### src/ucr_pkg.sv
// Package with timing constants, states and transmit levels for the unblock channel receiver
package ucr_pkg;
  localparam int unsigned CLK_PERIOD_NS   = 10;
  localparam int unsigned LOB_WINDOW_MS   = 150;
  localparam int unsigned CHFAIL_MS       = 150;
  localparam int unsigned OPEN_BRK_MS     = 1000;
  localparam int unsigned NS_PER_MS       = 1000000;
  localparam int unsigned LOB_CYCLES      = LOB_WINDOW_MS * (NS_PER_MS / CLK_PERIOD_NS);
  localparam int unsigned CHFAIL_CYCLES   = CHFAIL_MS * (NS_PER_MS / CLK_PERIOD_NS);
  localparam int unsigned OPEN_BRK_CYCLES = OPEN_BRK_MS * (NS_PER_MS / CLK_PERIOD_NS);
  localparam int unsigned CNT_W           = 27;
  localparam int unsigned LOW_POWER_W     = 1;
  localparam int unsigned BOOST_POWER_W   = 10;

  typedef enum logic [1:0] {
    UCR_NORMAL  = 2'h0,
    UCR_WINDOW  = 2'h1,
    UCR_LOCKOUT = 2'h3,
    UCR_CHFAIL  = 2'h2
  } ucr_state_t;
endpackage

### src/ucr_sync.sv
// Two-flop synchroniser for asynchronous pin inputs
`timescale 1ns/100ps
module ucr_sync #(
  parameter int WIDTH = 4
) (
  input  wire logic             clk_i,
  input  wire logic             reset_i,
  input  wire logic [WIDTH-1:0] async_i,
  output logic      [WIDTH-1:0] sync_o
);
  typedef struct packed {
    logic [WIDTH-1:0] meta;
    logic [WIDTH-1:0] sync;
  } ucr_sync_st_t;

  ucr_sync_st_t s_q;
  ucr_sync_st_t s_d;

  initial begin
    if (WIDTH < 1) $error("ucr_sync: WIDTH must be positive");
  end

  always_comb begin
    s_d      = s_q;
    s_d.meta = async_i;
    s_d.sync = s_q.meta;
  end

  always_ff @(posedge clk_i) begin
    if (reset_i) begin
      s_q <= '0;
    end else begin
      s_q <= s_d;
    end
  end

  assign sync_o = s_q.sync;
endmodule

### src/ucr_receiver.sv
// Directional comparison unblock receiver logic with transmitter keying
`timescale 1ns/100ps
module ucr_receiver
  import ucr_pkg::*;
#(
  parameter int unsigned LOB_CNT      = ucr_pkg::LOB_CYCLES,
  parameter int unsigned CHFAIL_CNT   = ucr_pkg::CHFAIL_CYCLES,
  parameter int unsigned OPEN_BRK_CNT = ucr_pkg::OPEN_BRK_CYCLES
) (
  input  wire logic clk_i,
  input  wire logic reset_i,
  input  wire logic block_det_i,
  input  wire logic unblock_det_i,
  input  wire logic remote_trip_i,
  input  wire logic local_fault_i,
  input  wire logic internal_fault_i,
  output logic      trip_permit_relay_o,
  output logic      loss_of_block_o,
  output logic      channel_alarm_o,
  output logic      lockout_o,
  output logic      remote_open_o,
  output logic      key_unblock_o,
  output logic      power_boost_o
);
  import ucr_pkg::*;

  typedef struct packed {
    ucr_state_t       state;
    logic [CNT_W-1:0] lob_cnt;
    logic [CNT_W-1:0] chf_cnt;
    logic [CNT_W-1:0] rt_cnt;
    logic             permit;
    logic             lob;
    logic             alarm;
    logic             lockout;
    logic             remote_open;
    logic             key_ub;
    logic             boost;
  } ucr_st_t;

  ucr_st_t s_q;
  ucr_st_t s_d;

  logic [3:0] pins_s;
  logic       blk;
  logic       ubk;
  logic       rtr;
  logic       ifl;

  initial begin
    if (LOB_CNT < 1 || LOB_CNT >= (1 << CNT_W)) $error("ucr_receiver: LOB_CNT out of range");
    if (CHFAIL_CNT < 1 || CHFAIL_CNT >= (1 << CNT_W)) $error("ucr_receiver: CHFAIL_CNT out of range");
    if (OPEN_BRK_CNT < 1 || OPEN_BRK_CNT >= (1 << CNT_W)) $error("ucr_receiver: OPEN_BRK_CNT out of range");
  end

  // Receiver detections and relay contacts arrive from outside the clock domain
  ucr_sync #(.WIDTH(4)) u_sync (
    .clk_i   (clk_i),
    .reset_i (reset_i),
    .async_i ({block_det_i, unblock_det_i, remote_trip_i, internal_fault_i}),
    .sync_o  (pins_s)
  );
  assign blk = pins_s[3];
  assign ubk = pins_s[2];
  assign rtr = pins_s[1];
  assign ifl = pins_s[0];

  // Local fault is taken as same-domain relay logic
  always_comb begin
    s_d = s_q;
    s_d.key_ub = ifl;
    s_d.boost  = ifl;
    // Remote trip counts on its own input; qualifying it by unblock would hide the fault path
    if (rtr) begin
      if (s_q.rt_cnt < CNT_W'(OPEN_BRK_CNT)) s_d.rt_cnt = s_q.rt_cnt + 1'b1;
    end else begin
      s_d.rt_cnt = '0;
    end
    s_d.remote_open = (s_d.rt_cnt >= CNT_W'(OPEN_BRK_CNT));
    // Channel failure timer runs only when neither frequency is heard
    if (!blk && !ubk) begin
      if (s_q.chf_cnt < CNT_W'(CHFAIL_CNT)) s_d.chf_cnt = s_q.chf_cnt + 1'b1;
    end else begin
      s_d.chf_cnt = '0;
    end
    case (s_q.state)
      UCR_NORMAL: begin
        s_d.lob_cnt = '0;
        if (!blk && !ubk) begin
          s_d.state   = UCR_WINDOW;
          s_d.lob_cnt = CNT_W'(1);
        end
      end
      UCR_WINDOW: begin
        if (blk || ubk) begin
          s_d.state = UCR_NORMAL;
        end else if (s_q.lob_cnt >= CNT_W'(LOB_CNT)) begin
          s_d.state = UCR_LOCKOUT;
        end else begin
          s_d.lob_cnt = s_q.lob_cnt + 1'b1;
        end
      end
      UCR_LOCKOUT: begin
        if (blk) s_d.state = UCR_NORMAL;
        else if (s_d.chf_cnt >= CNT_W'(CHFAIL_CNT)) s_d.state = UCR_CHFAIL;
      end
      UCR_CHFAIL: begin
        if (blk) s_d.state = UCR_NORMAL;
      end
      default: s_d.state = UCR_NORMAL;
    endcase
    // A sustained silent channel also locks out from the window
    if (s_d.state == UCR_WINDOW && s_d.chf_cnt >= CNT_W'(CHFAIL_CNT)) s_d.state = UCR_CHFAIL;
    s_d.lob     = (s_d.state == UCR_WINDOW);
    s_d.lockout = (s_d.state == UCR_LOCKOUT) || (s_d.state == UCR_CHFAIL);
    s_d.alarm   = (s_d.state == UCR_CHFAIL);
    // Unblock bypasses the timing path; open breaker needs a local fault
    s_d.permit  = ubk || s_d.lob || (s_d.remote_open && local_fault_i);
  end

  always_ff @(posedge clk_i) begin
    if (reset_i) begin
      s_q <= '0;
    end else begin
      s_q <= s_d;
    end
  end

  assign trip_permit_relay_o = s_q.permit;
  assign loss_of_block_o     = s_q.lob;
  assign channel_alarm_o     = s_q.alarm;
  assign lockout_o           = s_q.lockout;
  assign remote_open_o       = s_q.remote_open;
  assign key_unblock_o       = s_q.key_ub;
  assign power_boost_o       = s_q.boost;

  a_block_quiet: assert property (@(posedge clk_i) disable iff (reset_i)
    blk && !ubk && !rtr |=> !s_q.permit ##0 !s_q.lob)
    else $error("Permit active while block received");
  a_lob_start: assert property (@(posedge clk_i) disable iff (reset_i)
    s_q.state == UCR_NORMAL && !blk && !ubk |=> s_q.permit && s_q.lob)
    else $error("Loss of block did not open window");
  a_lob_end: assert property (@(posedge clk_i) disable iff (reset_i)
    s_q.state == UCR_WINDOW && !blk && !ubk && s_q.lob_cnt >= CNT_W'(LOB_CNT) |=> s_q.lockout)
    else $error("Window did not end in lockout");
  a_unblock_permit: assert property (@(posedge clk_i) disable iff (reset_i)
    ubk |=> s_q.permit)
    else $error("Unblock did not permit trip");
  a_unblock_halts: assert property (@(posedge clk_i) disable iff (reset_i)
    ubk |=> s_q.chf_cnt == '0)
    else $error("Unblock did not halt failure timer");
  a_chfail_alarm: assert property (@(posedge clk_i) disable iff (reset_i)
    $rose(s_q.alarm) |-> s_q.lockout && !$past(blk) && !s_q.lob)
    else $error("Alarm raised without channel failure");
  a_remote_open: assert property (@(posedge clk_i) disable iff (reset_i)
    s_q.remote_open && $past(local_fault_i) |-> s_q.permit)
    else $error("Open breaker did not permit trip");
  a_key_follow: assert property (@(posedge clk_i) disable iff (reset_i)
    s_q.key_ub == $past(ifl) && s_q.boost == s_q.key_ub)
    else $error("Keying does not follow internal fault");
  a_restore: assert property (@(posedge clk_i) disable iff (reset_i)
    s_q.lockout && blk |=> !s_q.lockout ##0 !s_q.alarm)
    else $error("Block return did not clear lockout");

  // Lockout, alarm and permit cause checks
  a_lockout_denies: assert property (@(posedge clk_i) disable iff (reset_i)
    s_q.lockout && !blk && !ubk && !rtr |=> !s_q.permit)
    else $error("Permit active in lockout");
  a_lockout_no_window: assert property (@(posedge clk_i) disable iff (reset_i)
    s_q.lockout |-> !s_q.lob)
    else $error("Window active in lockout");
  a_alarm_locked: assert property (@(posedge clk_i) disable iff (reset_i)
    s_q.alarm |-> s_q.lockout)
    else $error("Alarm without lockout");
  a_alarm_set: assert property (@(posedge clk_i) disable iff (reset_i)
    s_q.state == UCR_LOCKOUT && !blk && !ubk && s_q.chf_cnt == CNT_W'(CHFAIL_CNT - 1) |=> s_q.alarm)
    else $error("Silent channel did not raise alarm");
  a_alarm_hold: assert property (@(posedge clk_i) disable iff (reset_i)
    s_q.alarm && !blk |=> s_q.alarm)
    else $error("Alarm dropped without block return");
  a_unblock_nolock: assert property (@(posedge clk_i) disable iff (reset_i)
    ubk && !s_q.lockout |=> !s_q.lockout)
    else $error("Unblock led to lockout");
  a_permit_cause: assert property (@(posedge clk_i) disable iff (reset_i)
    s_q.permit |-> $past(ubk) || s_q.lob || s_q.remote_open)
    else $error("Permit without a cause");

  // Remote breaker, keying, window bound and normal state checks
  a_open_set: assert property (@(posedge clk_i) disable iff (reset_i)
    rtr && s_q.rt_cnt == CNT_W'(OPEN_BRK_CNT - 1) |=> s_q.remote_open)
    else $error("Sustained remote trip not seen as open");
  a_open_clear: assert property (@(posedge clk_i) disable iff (reset_i)
    !rtr |=> !s_q.remote_open)
    else $error("Open breaker held without remote trip");
  a_boost_release: assert property (@(posedge clk_i) disable iff (reset_i)
    !$past(ifl) |-> !s_q.boost)
    else $error("Boost active while sending block");
  a_window_bound: assert property (@(posedge clk_i) disable iff (reset_i)
    s_q.lob |-> s_q.lob_cnt <= CNT_W'(LOB_CNT) && s_q.lob_cnt != '0)
    else $error("Window count out of range");
  a_normal_idle: assert property (@(posedge clk_i) disable iff (reset_i)
    s_q.state == UCR_NORMAL |-> !s_q.lockout && !s_q.alarm && !s_q.lob)
    else $error("Normal state shows window or lockout");

  c_window: cover property (@(posedge clk_i) disable iff (reset_i) $rose(s_q.lob));
  c_lockout: cover property (@(posedge clk_i) disable iff (reset_i) $rose(s_q.lockout));
  c_alarm: cover property (@(posedge clk_i) disable iff (reset_i) $rose(s_q.alarm));
  c_open: cover property (@(posedge clk_i) disable iff (reset_i) $rose(s_q.remote_open));
  c_unblock: cover property (@(posedge clk_i) disable iff (reset_i) ubk && s_q.permit);
endmodule

### config.mk
export PLATFORM = sky130hd
export DESIGN_NAME = ucr_receiver
export DESIGN_NICKNAME = d
export VERILOG_FILES = /design/src/ucr_pkg.sv /design/src/ucr_sync.sv /design/src/ucr_receiver.sv
export SDC_FILE = /design/constraint.sdc
export NUM_CORES = 1
export LEC_CHECK = 0
export BUFFER_PORTS_ARGS = -buffer_cell sky130_fd_sc_hd__clkbuf_2
export CORE_MARGIN = 2
export CORE_UTILIZATION = 56
export CTS_BUF_LIST = sky130_fd_sc_hd__clkbuf_8
export CTS_CLUSTER_SIZE = 28
export DETAILED_ROUTE_END_ITERATION = 10
export PLACE_DENSITY = 0.77
export SLEW_MARGIN = 25
export SYNTH_ARGS = -nofsm -noshare
export SYNTH_HDL_FRONTEND = slang
export SYNTH_SLANG_ARGS = --single-unit
### constraint.sdc
create_clock -name clk_i -period 6 [get_ports clk_i]
set_clock_uncertainty 0.15 [all_clocks]
set_input_delay 0.6 -clock clk_i [delete_from_list [all_inputs] [get_ports clk_i]]
set_output_delay 0.6 -clock clk_i [all_outputs]
set_load 0.02 [all_outputs]
Word-level counts from Yosys, hierarchy flattened
Cells that the tools add are included.

Bits in registers: 97. Input port bits: 7. Word-level logic and storage cells: 56.

Add/subtract/negate cells: 3. Order comparisons: 5. Equality and inequality tests: 9. Multiplexer cells: 15. Reductions and logical operators: 12.

Operators by type and width (number): two-way mux 27 bit (6); adder 27 x 1 -> 27 bit, second input constant (3); greater-or-equal comparator 27 x 24 -> 1 bit, second input constant (2); one-hot mux 27 bit (2 select lines) (1); two-way mux 29 bit (1); greater-or-equal comparator 27 bit, second input constant (1); < comparator 27 x 24 -> 1 bit, second input constant (1); < comparator 27 bit, second input constant (1); two-way mux 2 bit (6); == test 2 bit, second input constant (4); one-hot mux 2 bit (4 select lines) (1); == test 2 x 1 -> 1 bit, second input constant (3); logical OR 1 bit (4); inequality test 2 bit, second input constant (2); logical AND 1 bit (3); AND reduction 3 bit (1); logical NOT 1 bit (2); logical NOT 2 bit (1); nonzero test 2 bit (1).

Longest topological paths before layout
Depth in word-level cells: 13. Depth in mapped cells: 11. Depth with buffers taken out: 11.

Modules after synthesis
A second synthesis with hierarchy kept.

Cell total of the unflattened synthesis: 602. Area total of the unflattened synthesis: 4877.2 um^2.

By module, submodules not included: ucr_receiver (instances 1, cells an instance 586, area an instance 4667.0 um^2, sequential area each 1761.7 um^2); ucr_sync (instances 1, cells an instance 16, area an instance 210.2 um^2, sequential area each 160.2 um^2).

Worst setup path after synthesis
No wires, ideal clock.

Path type: register to register. Start point: reg s_q[34] (netlist bit). End point: reg s_q, in the netlist trip_permit_relay_o. Library setup time: 116 ps. Arrival time: 2398 ps. Required time: 5734 ps. Path slack: 3336 ps. Stages on the path, launching flop included: 11. Period minus slack after synthesis: 2664 ps. Path through: dfxtp_1 -> ha_1 -> or4b_1 -> nor4_1 -> o2111ai_1 -> or3_1 -> xnor2_1 -> a21o_1 -> o31ai_4 -> a21oi_2 -> o21ai_2.

Cells in the longest elaborated chain, start to end: 13. Elaborated cells between the ends (all ways): 14.

Ends and longest elaborated chain: from (decl) (line ucr_receiver.sv:41) `ucr_st_t s_q;`; from (signal assigned) (line ucr_receiver.sv:123) `s_q <= '0;`; from (signal assigned) (line ucr_receiver.sv:125) `s_q <= s_d;`; adder 27 x 1 -> 27 bit or < comparator 27 x 24 -> 1 bit (tied branches) (line ucr_receiver.sv:82) `if (s_q.chf_cnt < CNT_W'(CHFAIL_CNT)) s_d.chf_cnt = s_q.chf_cnt + 1'b1;`; two-way mux 27 bit * (line ucr_receiver.sv:82); two-way mux 27 bit * (line ucr_receiver.sv:81) `if (!blk && !ubk) begin`; greater-or-equal comparator 27 x 24 -> 1 bit * (line ucr_receiver.sv:105, ucr_receiver.sv:113); two-way mux 2 bit (line ucr_receiver.sv:105) `else if (s_d.chf_cnt >= CNT_W'(CHFAIL_CNT)) s_d.state = UCR_CHFAIL;`; two-way mux 2 bit (line ucr_receiver.sv:104) `if (blk) s_d.state = UCR_NORMAL;`; one-hot mux 2 bit (4 select lines) (line ucr_receiver.sv:86) `case (s_q.state)`; == test 2 x 1 -> 1 bit (line ucr_receiver.sv:113) `if (s_d.state == UCR_WINDOW && s_d.chf_cnt >= CNT_W'(CHFAIL_CNT)) s_d.state = UCR_CHFAIL;`; logical AND 1 bit (line ucr_receiver.sv:113); two-way mux 2 bit * (line ucr_receiver.sv:113); == test 2 x 1 -> 1 bit * (line ucr_receiver.sv:114) `s_d.lob = (s_d.state == UCR_WINDOW);`; logical OR 1 bit * (2 in a row) (line ucr_receiver.sv:118) `s_d.permit = ubk || s_d.lob || (s_d.remote_open && local_fault_i);`.

Mark *: on every way between the ends. The rest lies on a longest branch, timed or not. A chain may end at the register's enable or synchronous reset.

Worst setup path in the final report
Start point: reg s_q[47] (netlist bit). End point: reg s_q[88] (netlist bit).

Cells in the longest elaborated chain, start to end: 10. Elaborated cells between the ends (all ways): 11.

Ends and longest elaborated chain (line): adder 27 x 1 -> 27 bit or < comparator 27 x 24 -> 1 bit (tied branches) (ucr_receiver.sv:82); two-way mux 27 bit * (ucr_receiver.sv:82); two-way mux 27 bit * (ucr_receiver.sv:81); greater-or-equal comparator 27 x 24 -> 1 bit * (ucr_receiver.sv:105, ucr_receiver.sv:113); two-way mux 2 bit (ucr_receiver.sv:105); two-way mux 2 bit (ucr_receiver.sv:104); one-hot mux 2 bit (4 select lines) (ucr_receiver.sv:86); == test 2 x 1 -> 1 bit (ucr_receiver.sv:113); logical AND 1 bit (ucr_receiver.sv:113); two-way mux 2 bit * (ucr_receiver.sv:113).

Marks and branches as above.

==> results.py <==
metrics = {
    "outcome": {
        "outcome": "complete, no violations",
    },
    "critical_path": {
        "critPathKind": "reg -> reg",
        "critPathLaunchType": "register",
        "crit_slowest_cell": "dfxtp_1",
        "reg2reg_slack_ps": 2920,
        "cp.arrival_ps": 3200,
        "timing.critical_path.cells": "nand4_1, a2111o_1, a21oi_4, nor4_1, xnor2_1, a41oi_2, o31ai_4, nand2b_1, o41ai_1",
        "crit_path_max_incr_delay_ps": 490,
        "critical_path.max_fanout": 17,
        "end_kind": "register",
        "cp_data_required_time_ps": 6120,
    },
    "clock_tree": {
        "ctsHoldBuffers": 0,
        "clk_path_buf_depth": 2,
        "postCtsSetupBuffers": 0,
        "h-tree-depth": 3,
        "cts_tree": "yes",
        "cts_root_buffer": "clkbuf_8",
        "post_cts_resized": 0,
        "cts_made_buffers": 9,
        "cts.sinks": 96,
        "path_clk_slew_ps": 90,
        "insertion_delay_ps": 370,
    },
    "pwr": {
        "max-vdd-ir-drop_mv": 0.159,
        "switching_share_pct": 21.4,
        "seq_power_share_pct": 53.2,
        "p_int_mw": 0.961,
        "p_sw_mw": 0.262,
        "p_per_area_nw_per_um2": 232,
        "leakagePower_nw": 1.78,
        "clkPwrFrac_pct": 43.5,
        "power_frac_comb_pct": 3.3,
    },
    "yosys": {
        "synthFlopType": "dfxtp_1",
        "yosysSeqAreaShare_pct": 39.1,
        "ys_types": 79,
        "async_flop_share_pct": 0,
        "yosysWarnings": 0,
        "yosys-top-cells-count": "dfxtp_1 (96), nor2_1 (93), xor2_1 (41)",
        "syn-num-nets": 574,
        "ys_seq_elements": 96,
        "syn_area_per_cell_um2": 8.73,
        "yosysMostFrequentCell": "dfxtp_1",
        "synth_edf_count": 0,
        "yosys-top-cells-area": "dfxtp_1 (39%), xor2_1 (7.3%), nor2_1 (7.1%)",
        "synth_top_cell_area_share_pct": 39.1,
        "synth_top_cell_by_area": "dfxtp_1",
        "synth_cells": 563,
        "syn_area_um2": 4920,
    },
    "global_route": {
        "overflow": 0,
        "grt_pass1_vias": 3772,
        "antenna_found_initial": 0,
        "grt_usage_pct": 21.3,
        "grt_start_max_net_pins": 26,
        "grt_pass1_wl_um": 16900,
    },
    "sta": {
        "relSlewSlack_pct": 37.5,
        "fin_setup_tns_ps": 0,
        "timing_hold_violations_final": 0,
        "finalMaxSlewViolations": 0,
        "setup_viol": 0,
        "worstMarginPinSlew_ps": 937,
        "finalCritPeriodShare_pct": 51.4,
        "min_period_ps": 3080,
        "fin_hold_ws_ps": 289,
        "max_freq_mhz": 325,
        "rsz0062_at_grt": "false",
    },
    "final_layout": {
        "layout.nets": 576,
        "antennaDiodeCount": 0,
        "area_growth_pct": 7.05,
        "layout-drive-gt1-share_pct": 11.8,
        "postLayoutCellArea_um2": 5260,
    },
    "detailed_routing": {
        "drt-wirelength-per-cell_um": 14.6,
        "drt_wl_total_um": 9890,
        "viasPerCell": 5.83,
        "drt-pass1-iter-count": 5,
        "drc": 0,
        "drtIter0Drc": 113,
        "ant_nets": 0,
        "via_count": 3956,
    },
    "die": {
        "die_y_um": 97.7,
        "die_x_um": 97.7,
        "ioPinCount": 14,
        "dieArea_um2": 9550,
        "start_util_pct": 56.9,
        "coreArea_um2": 8640,
        "rows": 34,
    },
    "placement": {
        "dp_hpwl_um": 6930,
        "port_buffers": 13,
        "placed_area_um2": 5000,
        "place_congestion": 0.949,
    },
    "flow_run": {
        "drv_cap": 0,
    },
    "hold_path": {
        "hold_path.class": "reg -> reg",
    },
}
[per-layer routing]
| layer | GRT usage [%] | vias up | part of all wire (%) |
|---|---|---|---|
| met3 | 5.40 | 27 | 3.7 |
| met4 | 6.94 | 0 | 2.1 |
| met2 | 35.5 | 82 | 48 |
| li1 | - | 1980 | - |
| met1 | 27.2 | 1867 | 46 |
| met5 | 0 | - | 0 |
[final cells by class]
class / count / area (µm²)
Clock buffer: 11 / 151
Clock inverter: 5 / 108
Fill cell: 789 / 3370
Inverter: 9 / 33.8
Multi-Input combinational cell: 435 / 2840
Sequential cell: 96 / 1920
Tap cell: 108 / 135
Timing Repair Buffer: 14 / 72.6
[cells in the final DEF (no fill, tap or decap), types with 3 or more instances in the layout]
cell type and count:
nor2_1 93, or3_1 7, and4_1 10, nand4_1 14
and3_1 16, nor2b_1 15, a21oi_1 9, nor4_1 4
xor2_1 41, ha_1 4, a21oi_2 3, nand2b_1 3
or2_2 4, nor3_1 10, o21ai_0 11, a31oi_1 4
xnor2_1 24, nand2_1 39, nor4b_1 3, and2_1 15
clkbuf_8 11, nand3_1 33, clkbuf_2 13, o2111ai_1 3
bufinv_16 3, inv_1 9, dfxtp_1 96, a41oi_1 4
o31ai_1 3
[worst max-delay path, delay by kind of cell, from the launching register on]
family | cells | cell delay [ps]
DFF | 1 | 490
and+or+nand+nor | 3 | 500
xor gates and xnor gates | 1 | 280
AOI/OAI and AO/OA | 5 | 1560
[flip-flops by register name, summed over array words and instances, names as in the netlist]
signal,cells
s_q,83
u_sync.s_d,4
u_sync.sync_o,4
channel_alarm_o,1
loss_of_block_o,1
power_boost_o,1
remote_open_o,1
trip_permit_relay_o,1
[cells by family (layout without fill, tap and decap cells)]
kind of cell	count (synthesis)	in the layout	share of synthesized area, %
simple gates	291	291	31.7
flops	96	96	39.1
compound gates	72	72	12.8
xor+xnor	65	65	11.6
buf+inv	32	39	3.13
fa+ha+maj	4	4	1.02
mux	3	3	0.636
[power by group through the flow]
stage	clock (mW)	combinational (mW)	sequential, mW
6_report	0.532	0.0398	0.650
5_1_grt	0.566	0.0450	0.652
4_1_cts	0.544	0.0403	0.650
3_5_place_dp	0	0.0400	0.665
3_3_place_gp	0	0.0390	0.665
2_1_floorplan	0	0.0294	0.664
[path summary, 6_finish.rpt]
check,end,from,depth (start not counted)
setup / recovery,s_q[88],s_q[47],9
hold / removal,u_sync.sync_o[2],u_sync.s_d[2],1
setup reg to reg,s_q[88],s_q[47],9
hold reg to reg,u_sync.sync_o[2],u_sync.s_d[2],1
[per-stage QoR]
step,util [%],cells,setup slack [ps],total power [mW]
after detailed placement,58.0,662,3000,0.705
after global routing,61.0,678,2660,1.26
after floorplan,-,563,3340,0.694
final,61.0,678,2920,1.22
after CTS,61.0,678,2980,1.23
after global placement,58.0,662,3040,0.704
No activity file was read; power rests on OpenSTA's default activity.
